`config.mk`:
```
export PLATFORM = sky130hd
export DESIGN_NAME = dotc_top
export DESIGN_NICKNAME = d
export VERILOG_FILES = /design/src/dotc_pkg.sv /design/src/dotc_delay_line.sv /design/src/dotc_hold_check.sv /design/src/dotc_top.sv
export SDC_FILE = /design/constraint.sdc
export NUM_CORES = 1
export LEC_CHECK = 0
export BUFFER_PORTS_ARGS = -buffer_cell sky130_fd_sc_hd__buf_2
export CAP_MARGIN = 20
export CORE_MARGIN = 1
export CORE_UTILIZATION = 60
export CTS_CLUSTER_SIZE = 24
export DETAILED_ROUTE_END_ITERATION = 8
export PLACE_DENSITY = 0.86
export REMOVE_ABC_BUFFERS = 1
export SYNTH_ARGS = -nofsm -noshare
export SYNTH_HDL_FRONTEND = slang
export SYNTH_HIERARCHICAL = 1
export SYNTH_SLANG_ARGS = --single-unit
```
`constraint.sdc`:
```
create_clock -name ref_clk -period 8.2 [get_ports ref_clk]
set_clock_uncertainty 0.15 [all_clocks]
set_input_delay 1.23 -clock ref_clk [delete_from_list [all_inputs] [get_ports ref_clk]]
set_output_delay 1.23 -clock ref_clk [all_outputs]
set_load 0.03 [all_outputs]
```
`src/dotc_pkg.sv`:
```
// dotc_pkg: constants, types and helpers of the termination control block.
// assumes one 20 MHz clock domain; used as dotc_pkg::name everywhere.
package dotc_pkg;

  // register offsets (byte addresses)
  localparam logic [7:0] ADDR_CTRL = 8'h00;
  localparam logic [7:0] ADDR_STAT = 8'h04;
  localparam logic [7:0] ADDR_LAT  = 8'h08;

  // control field positions
  localparam int CTRL_RTT_NOM_LSB = 0;
  localparam int CTRL_TERM_DATA_STROBE_BIT    = 3;
  localparam int CTRL_RTT_WR_LSB  = 4;
  localparam int CTRL_DLL_PD_BIT  = 6;
  localparam int CTRL_CWL_LSB     = 8;
  localparam int CTRL_AL_LSB      = 12;

  // status field positions
  localparam int STAT_TERM_BIT = 0;
  localparam int STAT_TERM_DATA_STROBE_BIT = 1;
  localparam int STAT_MODE_LSB = 4;
  localparam int STAT_VIOL_BIT = 8;
  localparam int STAT_PIN_BIT  = 9;

  localparam logic [31:0] CTRL_RESET = 32'h0000_0500;

  // timing counts in clock cycles
  localparam logic [2:0] TERM_HOLD_SHORT = 3'h4;
  localparam logic [2:0] TERM_HOLD_LONG  = 3'h6;
  localparam logic [5:0] LAT_OFFSET      = 6'h02;
  localparam int         DELAY_DEPTH     = 32;
  localparam logic [5:0] LAT_MAX         = 6'h20;
  localparam logic [5:0] LAT_MIN         = 6'h01;

  typedef enum logic [3:0] {
    DOTC_SELF_REFRESH = 4'h1,
    DOTC_SYNC         = 4'h2,
    DOTC_ASYNC        = 4'h4,
    DOTC_DLL_OFF      = 4'h8
  } dotc_mode_t;

  typedef struct packed {
    logic [4:0] additive_latency;
    logic [3:0] write_cas_latency;
    logic       dll_pd_keep;
    logic [1:0] rtt_wr;
    logic       term_data_strobe_en;
    logic [2:0] rtt_nom;
  } dotc_cfg_t;

  typedef struct packed {
    logic [7:0]  addr;
    logic [31:0] wdata;
    logic        wr;
    logic        rd;
  } dotc_bus_t;

  typedef struct packed {
    logic self_refresh;
    logic dll_on;
    logic dll_locked;
    logic clock_enable_pin;
    logic precharge_pd;
  } dotc_dram_state_t;

  // turn-on/turn-off latency, clamped to the delay line
  function automatic logic [5:0] term_latency(input dotc_cfg_t cfg);
    logic [5:0] sum;
    sum = {2'h0, cfg.write_cas_latency} + {1'b0, cfg.additive_latency};
    if (sum <= LAT_OFFSET)
    begin
      return LAT_MIN;
    end
    sum = sum - LAT_OFFSET;
    if (sum > LAT_MAX)
    begin
      return LAT_MAX;
    end
    return sum;
  endfunction : term_latency

endpackage : dotc_pkg

```
`src/dotc_delay_line.sv`:
```
// dotc_delay_line: shift line of sampled pin values with a selectable tap.
// assumes tap in 1..DELAY_DEPTH; tap k gives the sample taken k edges ago.
`timescale 1ns/1ps
module dotc_delay_line (
  input  wire logic       ref_clk,
  input  wire logic       rst_n,
  input  wire logic       ce,
  input  wire logic       din,
  input  wire logic [5:0] tap,
  output logic            dout
);

  typedef struct packed {
    logic [dotc_pkg::DELAY_DEPTH-1:0] line;
  } dotc_dl_state_t;

  dotc_dl_state_t st;
  dotc_dl_state_t next_st;

  always_comb
  begin
    next_st      = st;
    next_st.line = {st.line[dotc_pkg::DELAY_DEPTH-2:0], din};
  end

  always_ff @(posedge ref_clk or negedge rst_n)
  begin
    if (!rst_n)
    begin
      st <= '0;
    end
    else if (ce)
    begin
      st <= next_st;
    end
  end

  assign dout = st.line[5'(tap - 6'h01)];

endmodule : dotc_delay_line

```
`src/dotc_hold_check.sv`:
```
// dotc_hold_check: watches the minimum high time of the termination pin.
// assumes pin and write strobe are sampled on the same rising edge.
`timescale 1ns/1ps
module dotc_hold_check (
  input  wire logic ref_clk,
  input  wire logic rst_n,
  input  wire logic ce,
  input  wire logic pin,
  input  wire logic write_cmd,
  input  wire logic burst_chop4,
  output logic      violation
);

  typedef struct packed {
    logic       prev;
    logic [2:0] remain;
  } dotc_hc_state_t;

  dotc_hc_state_t st;
  dotc_hc_state_t next_st;
  logic [2:0]     need;

  always_comb
  begin
    next_st = st;
    need    = burst_chop4 ? dotc_pkg::TERM_HOLD_SHORT : dotc_pkg::TERM_HOLD_LONG;
    next_st.prev = pin;
    if (pin)
    begin
      if (st.remain != 3'h0)
      begin
        next_st.remain = st.remain - 3'h1;
      end
      if (!st.prev && (next_st.remain < dotc_pkg::TERM_HOLD_SHORT - 3'h1))
      begin
        next_st.remain = dotc_pkg::TERM_HOLD_SHORT - 3'h1;
      end
      if (write_cmd && (next_st.remain < need - 3'h1))
      begin
        next_st.remain = need - 3'h1;
      end
    end
    else
    begin
      next_st.remain = 3'h0;
    end
  end

  always_ff @(posedge ref_clk or negedge rst_n)
  begin
    if (!rst_n)
    begin
      st <= '0;
    end
    else if (ce)
    begin
      st <= next_st;
    end
  end

  // low registered while hold still running
  assign violation = ce && !pin && (st.remain != 3'h0);

endmodule : dotc_hold_check

```
`src/dotc_top.sv`:
```
// dotc_top: device-side on-die termination control with a small register port.
// assumes all pins synchronous to ref_clk; read data valid one cycle after rd.
//
// Function
// - the termination pin switches termination of data, strobe and mask lines, and the extra strobe pair only when its enable bit is set.
// - in self-refresh termination stays off and the pin is ignored.
// - termination is enabled when any nominal- or write-resistance bit is set, and the nominal bits pick the resistance.
// - pin low means off, pin high means on unless the mode settings disable termination.
// - switching never looks at read or write command decode.
// - synchronous timing applies while the delay loop is on and locked, including active and loop-kept precharge power-down.
// - in synchronous mode termination turns on and off a fixed latency after the pin is sampled.
// - both latencies equal write cas latency plus additive latency minus two.
// - in synchronous mode the internal control lags the pin by write cas latency plus additive latency minus two.
// - after a read termination returns when the device stops driving the data outputs.
//
// The placing of the registers and the address-and-strobe port were left to the implementer.
`timescale 1ns/1ps
module dotc_top (
  input  wire logic                        ref_clk,
  input  wire logic                        rst_n,
  input  wire logic                        ce,
  input  wire dotc_pkg::dotc_bus_t         bus,
  output logic [31:0]                      rd_data,
  input  wire logic                        termination_ctrl_pin,
  input  wire dotc_pkg::dotc_dram_state_t  dram_state,
  input  wire logic                        write_cmd,
  input  wire logic                        burst_chop4,
  input  wire logic                        data_drive,
  output logic                             term_dq_en,
  output logic                             term_term_data_strobe_en,
  output logic [2:0]                       termination_resistance
);

  typedef struct packed {
    dotc_pkg::dotc_cfg_t  cfg;
    dotc_pkg::dotc_mode_t mode;
    logic                 term;
    logic                 term_data_strobe_term;
    logic [2:0]           rtt;
    logic                 viol;
    logic [31:0]          rd_data;
  } dotc_top_state_t;

  dotc_top_state_t      st;
  dotc_top_state_t      next_st;
  dotc_pkg::dotc_mode_t next_mode;
  logic [5:0]           latency;
  logic                 line_in;
  logic                 line_out;
  logic                 hold_viol;
  logic                 enabled;
  logic                 want;
  logic                 loop_ok;
  logic                 wr_ctrl;
  logic                 wr_stat;
  logic [31:0]          ctrl_word;
  logic [31:0]          stat_word;

  // control word to settings, shared by register writes and reset
  function automatic dotc_pkg::dotc_cfg_t cfg_of(input logic [31:0] w);
    dotc_pkg::dotc_cfg_t c;
    c.rtt_nom           = w[dotc_pkg::CTRL_RTT_NOM_LSB +: 3];
    c.term_data_strobe_en           = w[dotc_pkg::CTRL_TERM_DATA_STROBE_BIT];
    c.rtt_wr            = w[dotc_pkg::CTRL_RTT_WR_LSB +: 2];
    c.dll_pd_keep       = w[dotc_pkg::CTRL_DLL_PD_BIT];
    c.write_cas_latency = w[dotc_pkg::CTRL_CWL_LSB +: 4];
    c.additive_latency  = w[dotc_pkg::CTRL_AL_LSB +: 5];
    return c;
  endfunction : cfg_of

  // control word skips bit 7, so a plain cast of the word to the settings would misplace fields
  localparam dotc_pkg::dotc_cfg_t CFG_RESET = cfg_of(dotc_pkg::CTRL_RESET);

  // latency from mode settings, shared by line and readback
  assign latency = dotc_pkg::term_latency(st.cfg);

  // pin is blanked in self-refresh so the line holds no stale highs
  assign line_in = termination_ctrl_pin && (st.mode != dotc_pkg::DOTC_SELF_REFRESH);

  dotc_delay_line u_line (
    .ref_clk (ref_clk),
    .rst_n   (rst_n),
    .ce      (ce),
    .din     (line_in),
    .tap     (latency),
    .dout    (line_out)
  );

  dotc_hold_check u_hold (
    .ref_clk     (ref_clk),
    .rst_n       (rst_n),
    .ce          (ce),
    .pin         (termination_ctrl_pin),
    .write_cmd   (write_cmd),
    .burst_chop4 (burst_chop4),
    .violation   (hold_viol)
  );

  assign wr_ctrl = bus.wr && (bus.addr == dotc_pkg::ADDR_CTRL);
  assign wr_stat = bus.wr && (bus.addr == dotc_pkg::ADDR_STAT);

  always_comb
  begin
    ctrl_word = '0;
    ctrl_word[dotc_pkg::CTRL_RTT_NOM_LSB +: 3] = st.cfg.rtt_nom;
    ctrl_word[dotc_pkg::CTRL_TERM_DATA_STROBE_BIT]         = st.cfg.term_data_strobe_en;
    ctrl_word[dotc_pkg::CTRL_RTT_WR_LSB +: 2]  = st.cfg.rtt_wr;
    ctrl_word[dotc_pkg::CTRL_DLL_PD_BIT]       = st.cfg.dll_pd_keep;
    ctrl_word[dotc_pkg::CTRL_CWL_LSB +: 4]     = st.cfg.write_cas_latency;
    ctrl_word[dotc_pkg::CTRL_AL_LSB +: 5]      = st.cfg.additive_latency;
  end

  always_comb
  begin
    stat_word = '0;
    stat_word[dotc_pkg::STAT_TERM_BIT]      = st.term;
    stat_word[dotc_pkg::STAT_TERM_DATA_STROBE_BIT]      = st.term_data_strobe_term;
    stat_word[dotc_pkg::STAT_MODE_LSB +: 4] = st.mode;
    stat_word[dotc_pkg::STAT_VIOL_BIT]      = st.viol;
    stat_word[dotc_pkg::STAT_PIN_BIT]       = termination_ctrl_pin;
  end

  // timing mode from loop and power-down state
  assign loop_ok = dram_state.dll_on && dram_state.dll_locked;

  always_comb
  begin
    if (dram_state.self_refresh)
    begin
      next_mode = dotc_pkg::DOTC_SELF_REFRESH;
    end
    else if (!loop_ok)
    begin
      next_mode = dotc_pkg::DOTC_DLL_OFF;
    end
    else if (!dram_state.clock_enable_pin && dram_state.precharge_pd
             && !st.cfg.dll_pd_keep)
    begin
      next_mode = dotc_pkg::DOTC_ASYNC;
    end
    else
    begin
      next_mode = dotc_pkg::DOTC_SYNC;
    end
  end

  // either nominal or write resistance set keeps termination usable
  assign enabled = (st.cfg.rtt_nom != 3'h0) || (st.cfg.rtt_wr != 2'h0);

  // pin decides, never command decode
  always_comb
  begin
    unique case (st.mode)
      dotc_pkg::DOTC_SELF_REFRESH:
      begin
        want = 1'b0;
      end
      dotc_pkg::DOTC_SYNC:
      begin
        want = line_out;
      end
      dotc_pkg::DOTC_ASYNC:
      begin
        want = termination_ctrl_pin;
      end
      dotc_pkg::DOTC_DLL_OFF:
      begin
        want = termination_ctrl_pin;
      end
      default:
      begin
        want = 1'b0;
      end
    endcase
  end

  always_comb
  begin
    next_st      = st;
    next_st.mode = next_mode;

    if (wr_ctrl)
    begin
      next_st.cfg = cfg_of(bus.wdata);
    end

    // sticky hold flag: write one to clear, a new event wins
    if (wr_stat && bus.wdata[dotc_pkg::STAT_VIOL_BIT])
    begin
      next_st.viol = 1'b0;
    end
    // pin is disregarded in self-refresh, hold checks included
    if (hold_viol && (st.mode != dotc_pkg::DOTC_SELF_REFRESH))
    begin
      next_st.viol = 1'b1;
    end

    // off while the device drives reads; back on as soon as it stops
    next_st.term = want && enabled && !data_drive;
    next_st.term_data_strobe_term = next_st.term && st.cfg.term_data_strobe_en;
    next_st.rtt  = st.cfg.rtt_nom;

    next_st.rd_data = '0;
    if (bus.rd)
    begin
      unique case (bus.addr)
        dotc_pkg::ADDR_CTRL:
        begin
          next_st.rd_data = ctrl_word;
        end
        dotc_pkg::ADDR_STAT:
        begin
          next_st.rd_data = stat_word;
        end
        dotc_pkg::ADDR_LAT:
        begin
          next_st.rd_data = {26'h0, latency};
        end
        default:
        begin
          next_st.rd_data = '0;
        end
      endcase
    end
  end

  always_ff @(posedge ref_clk or negedge rst_n)
  begin
    if (!rst_n)
    begin
      st           <= '0;
      st.cfg       <= CFG_RESET;
      st.mode      <= dotc_pkg::DOTC_DLL_OFF;
    end
    else if (ce)
    begin
      st <= next_st;
    end
  end

  assign rd_data                = st.rd_data;
  assign term_dq_en             = st.term;
  assign term_term_data_strobe_en           = st.term_data_strobe_term;
  assign termination_resistance = st.rtt;

endmodule : dotc_top

```
### Word level (Yosys, flattened, before mapping)

Index checks and enable logic that the tools add are counted.

* register bits: 94
* input bits: 54
* output and inout bits: 37
* word-level logic and storage cells: 84

* add/subtract/negate cells: 5
* $lt $le $gt $ge: 5
* equality and inequality tests: 6
* multiplexer cells: 24
* reduce and logical (&&, ||, !) cells: 29

Operator list (count)
* case mux 17 bit (3 select lines): 1
* 2-to-1 mux 6 bit: 4
* 2-to-1 mux 3 bit: 7
* 2-to-1 mux 17 bit: 1
* logical AND 1 bit: 15
* equality test 8 x 3 -> 1 bit, second input constant: 1
* equality test 8 x 4 -> 1 bit, second input constant: 1
* logical NOT 8 bit: 1
* 2-to-1 mux 4 bit: 2
* adder 4 x 5 -> 6 bit: 1
* greater-than comparator 6 bit, second input constant: 1
* <= comparator 6 x 2 -> 1 bit, second input constant: 1
* < comparator 5 x 6 -> 1 bit, second input constant: 1
* 2-to-1 mux 1 bit: 6
* nonzero test 3 bit: 2
* subtractor 3 x 1 -> 3 bit, second input constant: 2
* subtractor 6 x 2 -> 6 bit, second input constant: 1
* binary-select mux 1 bit (select 5 bit): 1
* logical NOT 1 bit: 5
* subtractor 5 x 1 -> 5 bit, second input constant: 1
* equality test 4 x 2 -> 1 bit, second input constant: 1
* equality test 4 x 3 -> 1 bit, second input constant: 1
* equality test 4 bit, second input constant: 1
* inequality test 4 x 1 -> 1 bit, second input constant: 1
* other kinds (8): 10

### Logic depth before layout (Yosys ltp)

* depth in word-level cells: 14
* depth in mapped cells: 22
* gate-level depth less buffers: 21

### Modules after synthesis

The synthesis kept the hierarchy.

Modules (own cells, without submodules)
* dotc_top: times used 1, cells each 256, area each 2697.6 µm²
* dotc_delay_line: times used 1, cells each 92, area each 1517.7 µm²
* dotc_hold_check: times used 1, cells each 48, area each 419.2 µm²

### Worst setup path before layout

No wires, ideal clock.

* path type: register to register
* start point: register st, in the netlist ctrl_word[8]
* end point: register st, in the netlist term_dq_en
* library setup time: 0.135 ns
* arrival time: 5.087 ns
* slack: 2.827 ns
* cell stages (with the launch flop): 21
* buffers on the path: 1
* clock period less this slack: 5.373 ns
* cell sequence: dfstp_2 ha_1 fa_1 inv_1 ha_1 clkbuf_1 nand3b_1 nor3_1 a2111oi_2 nand3_1 o21ai_0 inv_1 ha_1 xor2_2 mux4_1 mux4_2 a211o_1 nor3b_1 o22ai_1 or3_1 o21ai_0

* longest elaborated chain between the ends: 13

RTL lines
* start: declaration: RTL line dotc_top.sv:44 `dotc_top_state_t st;`
* start signal: assignment: RTL line dotc_top.sv:237 `st <= next_st;`
* adder 4 x 5 -> 6 bit (*): RTL line dotc_pkg.sv:69 `sum = {2'h0, cfg.write_cas_latency} + {1'b0, cfg.additive_latency};`
* subtractor 6 x 2 -> 6 bit: RTL line dotc_pkg.sv:74 `sum = sum - LAT_OFFSET;`
* greater-than comparator 6 bit: RTL line dotc_pkg.sv:75 `if (sum > LAT_MAX)`
* 2-to-1 mux 1 bit: RTL line dotc_pkg.sv:75
* 2-to-1 mux 1 bit: RTL line dotc_pkg.sv:74
* 2-to-1 mux 6 bit: RTL line dotc_pkg.sv:79 `return sum;`
* 2-to-1 mux 6 bit (*): RTL line dotc_pkg.sv:74
* via latency[0]: RTL line dotc_top.sv:47 `logic [5:0] latency;`
* subtractor 5 x 1 -> 5 bit (*): RTL line dotc_delay_line.sv:38 `assign dout = st.line[5'(tap - 6'h01)];`
* binary-select mux 1 bit (select 5 bit) (*): RTL line dotc_delay_line.sv:38
* 2-to-1 mux 1 bit (implied by the code) (*): RTL line dotc_delay_line.sv:38
* via line_out: RTL line dotc_top.sv:49 `logic line_out;`
* case mux 1 bit (2 select lines) (*): RTL line dotc_top.sv:153 `unique case (st.mode)`
* logical AND 1 bit (*) (2 in a row): RTL line dotc_top.sv:199 `next_st.term = want && enabled && !data_drive;`

Mark *: on every way through the listed nets, which the timed path passes. The rest lies on a longest branch. The select of a mux whose other input is x is not followed.
A chain may end at the register's enable or synchronous reset.

### Final worst setup path

Ends and elaborated chain as after synthesis.

==> impl_metrics.py <==
metrics = {
    "outcome": {
        "status": "completed",
    },
    "clocking": {
        "cts_sinks": 79,
        "postCtsHoldBufs": 0,
        "cts_resized": 0,
        "h-tree-depth": 3,
        "root_buffer": "clkbuf_8",
        "clk_pin_slew_ns": 0.09,
        "worstSkewPairLatency_ns": 0.37,
        "cts_tree": "done",
        "ctsLongestPathBuffers": 2,
        "numCtsBuffers": 9,
        "cts_setup_buffers": 0,
    },
    "run": {
        "drv_cap": 0,
    },
    "placed_design": {
        "place_inst": 517,
        "portBuffers": 59,
        "place_hpwl_um": 6419,
        "place_congestion": 0.8694,
        "dp_slack_ns": 2.251,
    },
    "power_and_ir_drop": {
        "p_leak_nw": 2.411,
        "vdd_ir_drop_max_mv": 0.2156,
        "power_density_mw_per_mm2": 230.0,
        "p_total_w": 0.001146,
    },
    "final_layout": {
        "area_delta_synth_final_pct": 7.651,
        "finish.net_count": 495,
        "final_cells": 533,
        "n_antenna_cell": 0,
        "drive_gt1_share_pct": 33.41,
        "n_fill_cell": 540,
    },
    "sta": {
        "worst_slack_ns": 2.105,
        "hold_viol_final": 0,
        "relSlewSlack_pct": 34.70,
        "rsz0062_at_grt": "no",
        "max_freq_mhz": 164.1,
        "min_period_over_period_pct": 74.33,
        "post-route-min-period_ns": 6.095,
        "drv_slew": 0,
        "max_slew.worst_pin.slew_ns": 0.9796,
        "setup_violations": 0,
        "totalNegativeSetupSlack_ns": 0,
    },
    "detailed_routing": {
        "routed_via_density": 5.932,
        "vias": 3162,
        "post_drt_wl_per_cell_um": 17.10,
        "finalWirelength_um": 9115,
        "postRouteAntennaNets": 0,
        "drtIter0Drc": 198,
        "drcViolationCount": 0,
        "drtPass1Iterations": 4,
    },
    "floorplan": {
        "ios": 91,
        "core_mm2": 0.007370,
        "initial_core_util_pct": 62.80,
        "die_w_um": 89.83,
        "fp-row-count": 31,
        "die-area_mm2": 0.008069,
        "die_height_um": 89.83,
    },
    "min_path": {
        "hp-class": "reg -> reg",
    },
    "synth": {
        "yosys_warnings": 6,
        "syn_inst": 395,
        "syn_area_mm2": 0.004628,
        "avgSynthCellArea_um2": 11.72,
    },
    "global_routing": {
        "grt_pass1_vias": 3200,
        "grt_pass1_wl_um": 15660,
        "antenna_found_initial": 0,
        "overflow": 0,
        "grt_usage_pct": 24.42,
        "grt_max_degree": 80,
    },
    "setup_path": {
        "crit_arrival_ns": 6.17,
        "crit_path_top_delay_cell": "mux4_1",
        "critPathLaunchType": "flop",
        "cp_max_fo": 9,
        "critPathMostFrequentCell": "ha_1",
        "endpoint_kind": "flop",
        "cp.required_ns": 8.27,
        "cpPeakStageDelay_ns": 0.64,
        "path_class": "reg -> reg",
        "path_cells": "ha_1 > fa_1 > inv_1 > ha_1 > nand3b_1 > nor3_1 > a2111oi_2 > nand3_1 > o21ai_0 > inv_1 > ha_1 > xor2_2 > mux4_1 > mux4_2 > a211o_1 > nor3b_1 > o22ai_1 > or3_1 > o21ai_0",
    },
}
[registers in the layout, indices dropped and copies added (netlist names)]
register                  flops
term_term_data_strobe_en      1
termination_resistance        3
u_hold/st                     4
u_line/st                    32
rd_data                      17
term_dq_en                    1
ctrl_word                    16
st                            5
[area by class of cell]
| class | count | area (µm²) | share of cell area (%) |
|---|---|---|---|
| multi-input cells | 262 | 2296 | 46.08 |
| repair buffers | 60 | 305.3 | 6.128 |
| inverters | 17 | 63.81 | 1.281 |
| clock buffers | 10 | 127.6 | 2.562 |
| well taps | 99 | 123.9 | 2.486 |
| clock inverters | 6 | 85.08 | 1.708 |
| flip-flops and latches | 79 | 1981 | 39.75 |
[layer usage]
metal,vias to the layer above,track usage [%],part of all wire (%)
li1,1488,-,-
met1,1576,30.84,44
met2,82,41.09,50
met3,16,6.684,4.9
met4,0,7.240,1.4
met5,-,0,0
[worst paths after layout]
check | cells after the start | startpoint | slack, ns | end
max reg2reg | 19 | ctrl_word[8] | 2.10 | term_dq_en
max in group asynchronous | 1 | rst_n | 6.39 | u_line/st[20]
min | 1 | rd_data[6] | 0.34 | rd_data[6]
min reg2reg | 1 | rd_data[6] | 0.34 | rd_data[6]
min in group asynchronous | 1 | rst_n | 0.85 | rd_data[6]
max | 19 | ctrl_word[8] | 2.10 | term_dq_en
[report_power, final]
group	leakage [nW]	switching (W)	internal, W
logic	1.27	0.000146	0.000163
clock network	0.102	0.000147	0.000170
registers	1.04	0.0000557	0.000463
[critical path: cells and delay by family, from the launching register on]
kind | cells | cell delay, ns
muxes | 2 | 1.14
and+or+nand+nor | 5 | 0.71
adders and majority gates | 4 | 1.39
AOI/OAI and AO/OA | 5 | 1.24
DFF | 1 | 0.57
xor gates and xnor gates | 1 | 0.46
buffers and inverters | 2 | 0.28
[cells in the final DEF, fill, tap and decap left out, types with 4 or more instances in the layout]
cell type	instances
and3_1	5
ha_1	11
mux2_4	10
a22o_1	8
o211ai_1	4
mux4_1	8
nor3_1	10
conb_1	15
inv_1	17
buf_2	58
o21ai_0	12
mux2_2	39
nand2_1	14
a21oi_1	10
nor2_1	14
o2bb2ai_1	7
dfrtp_1	76
clkbuf_8	9
nand3_1	7
mux2i_1	9
[stage by stage]
step	util [%]	hold slack (ns)	area [µm²]
final	67.61	0.3435	4982
after global routing	67.61	0.3643	4982
after detailed placement	64.72	0.3276	4770
after CTS	67.61	0.3516	4982
after floorplan	-	0.3192	4340
after global placement	64.72	0.3126	4770
(Power assumes the default switching activity.)
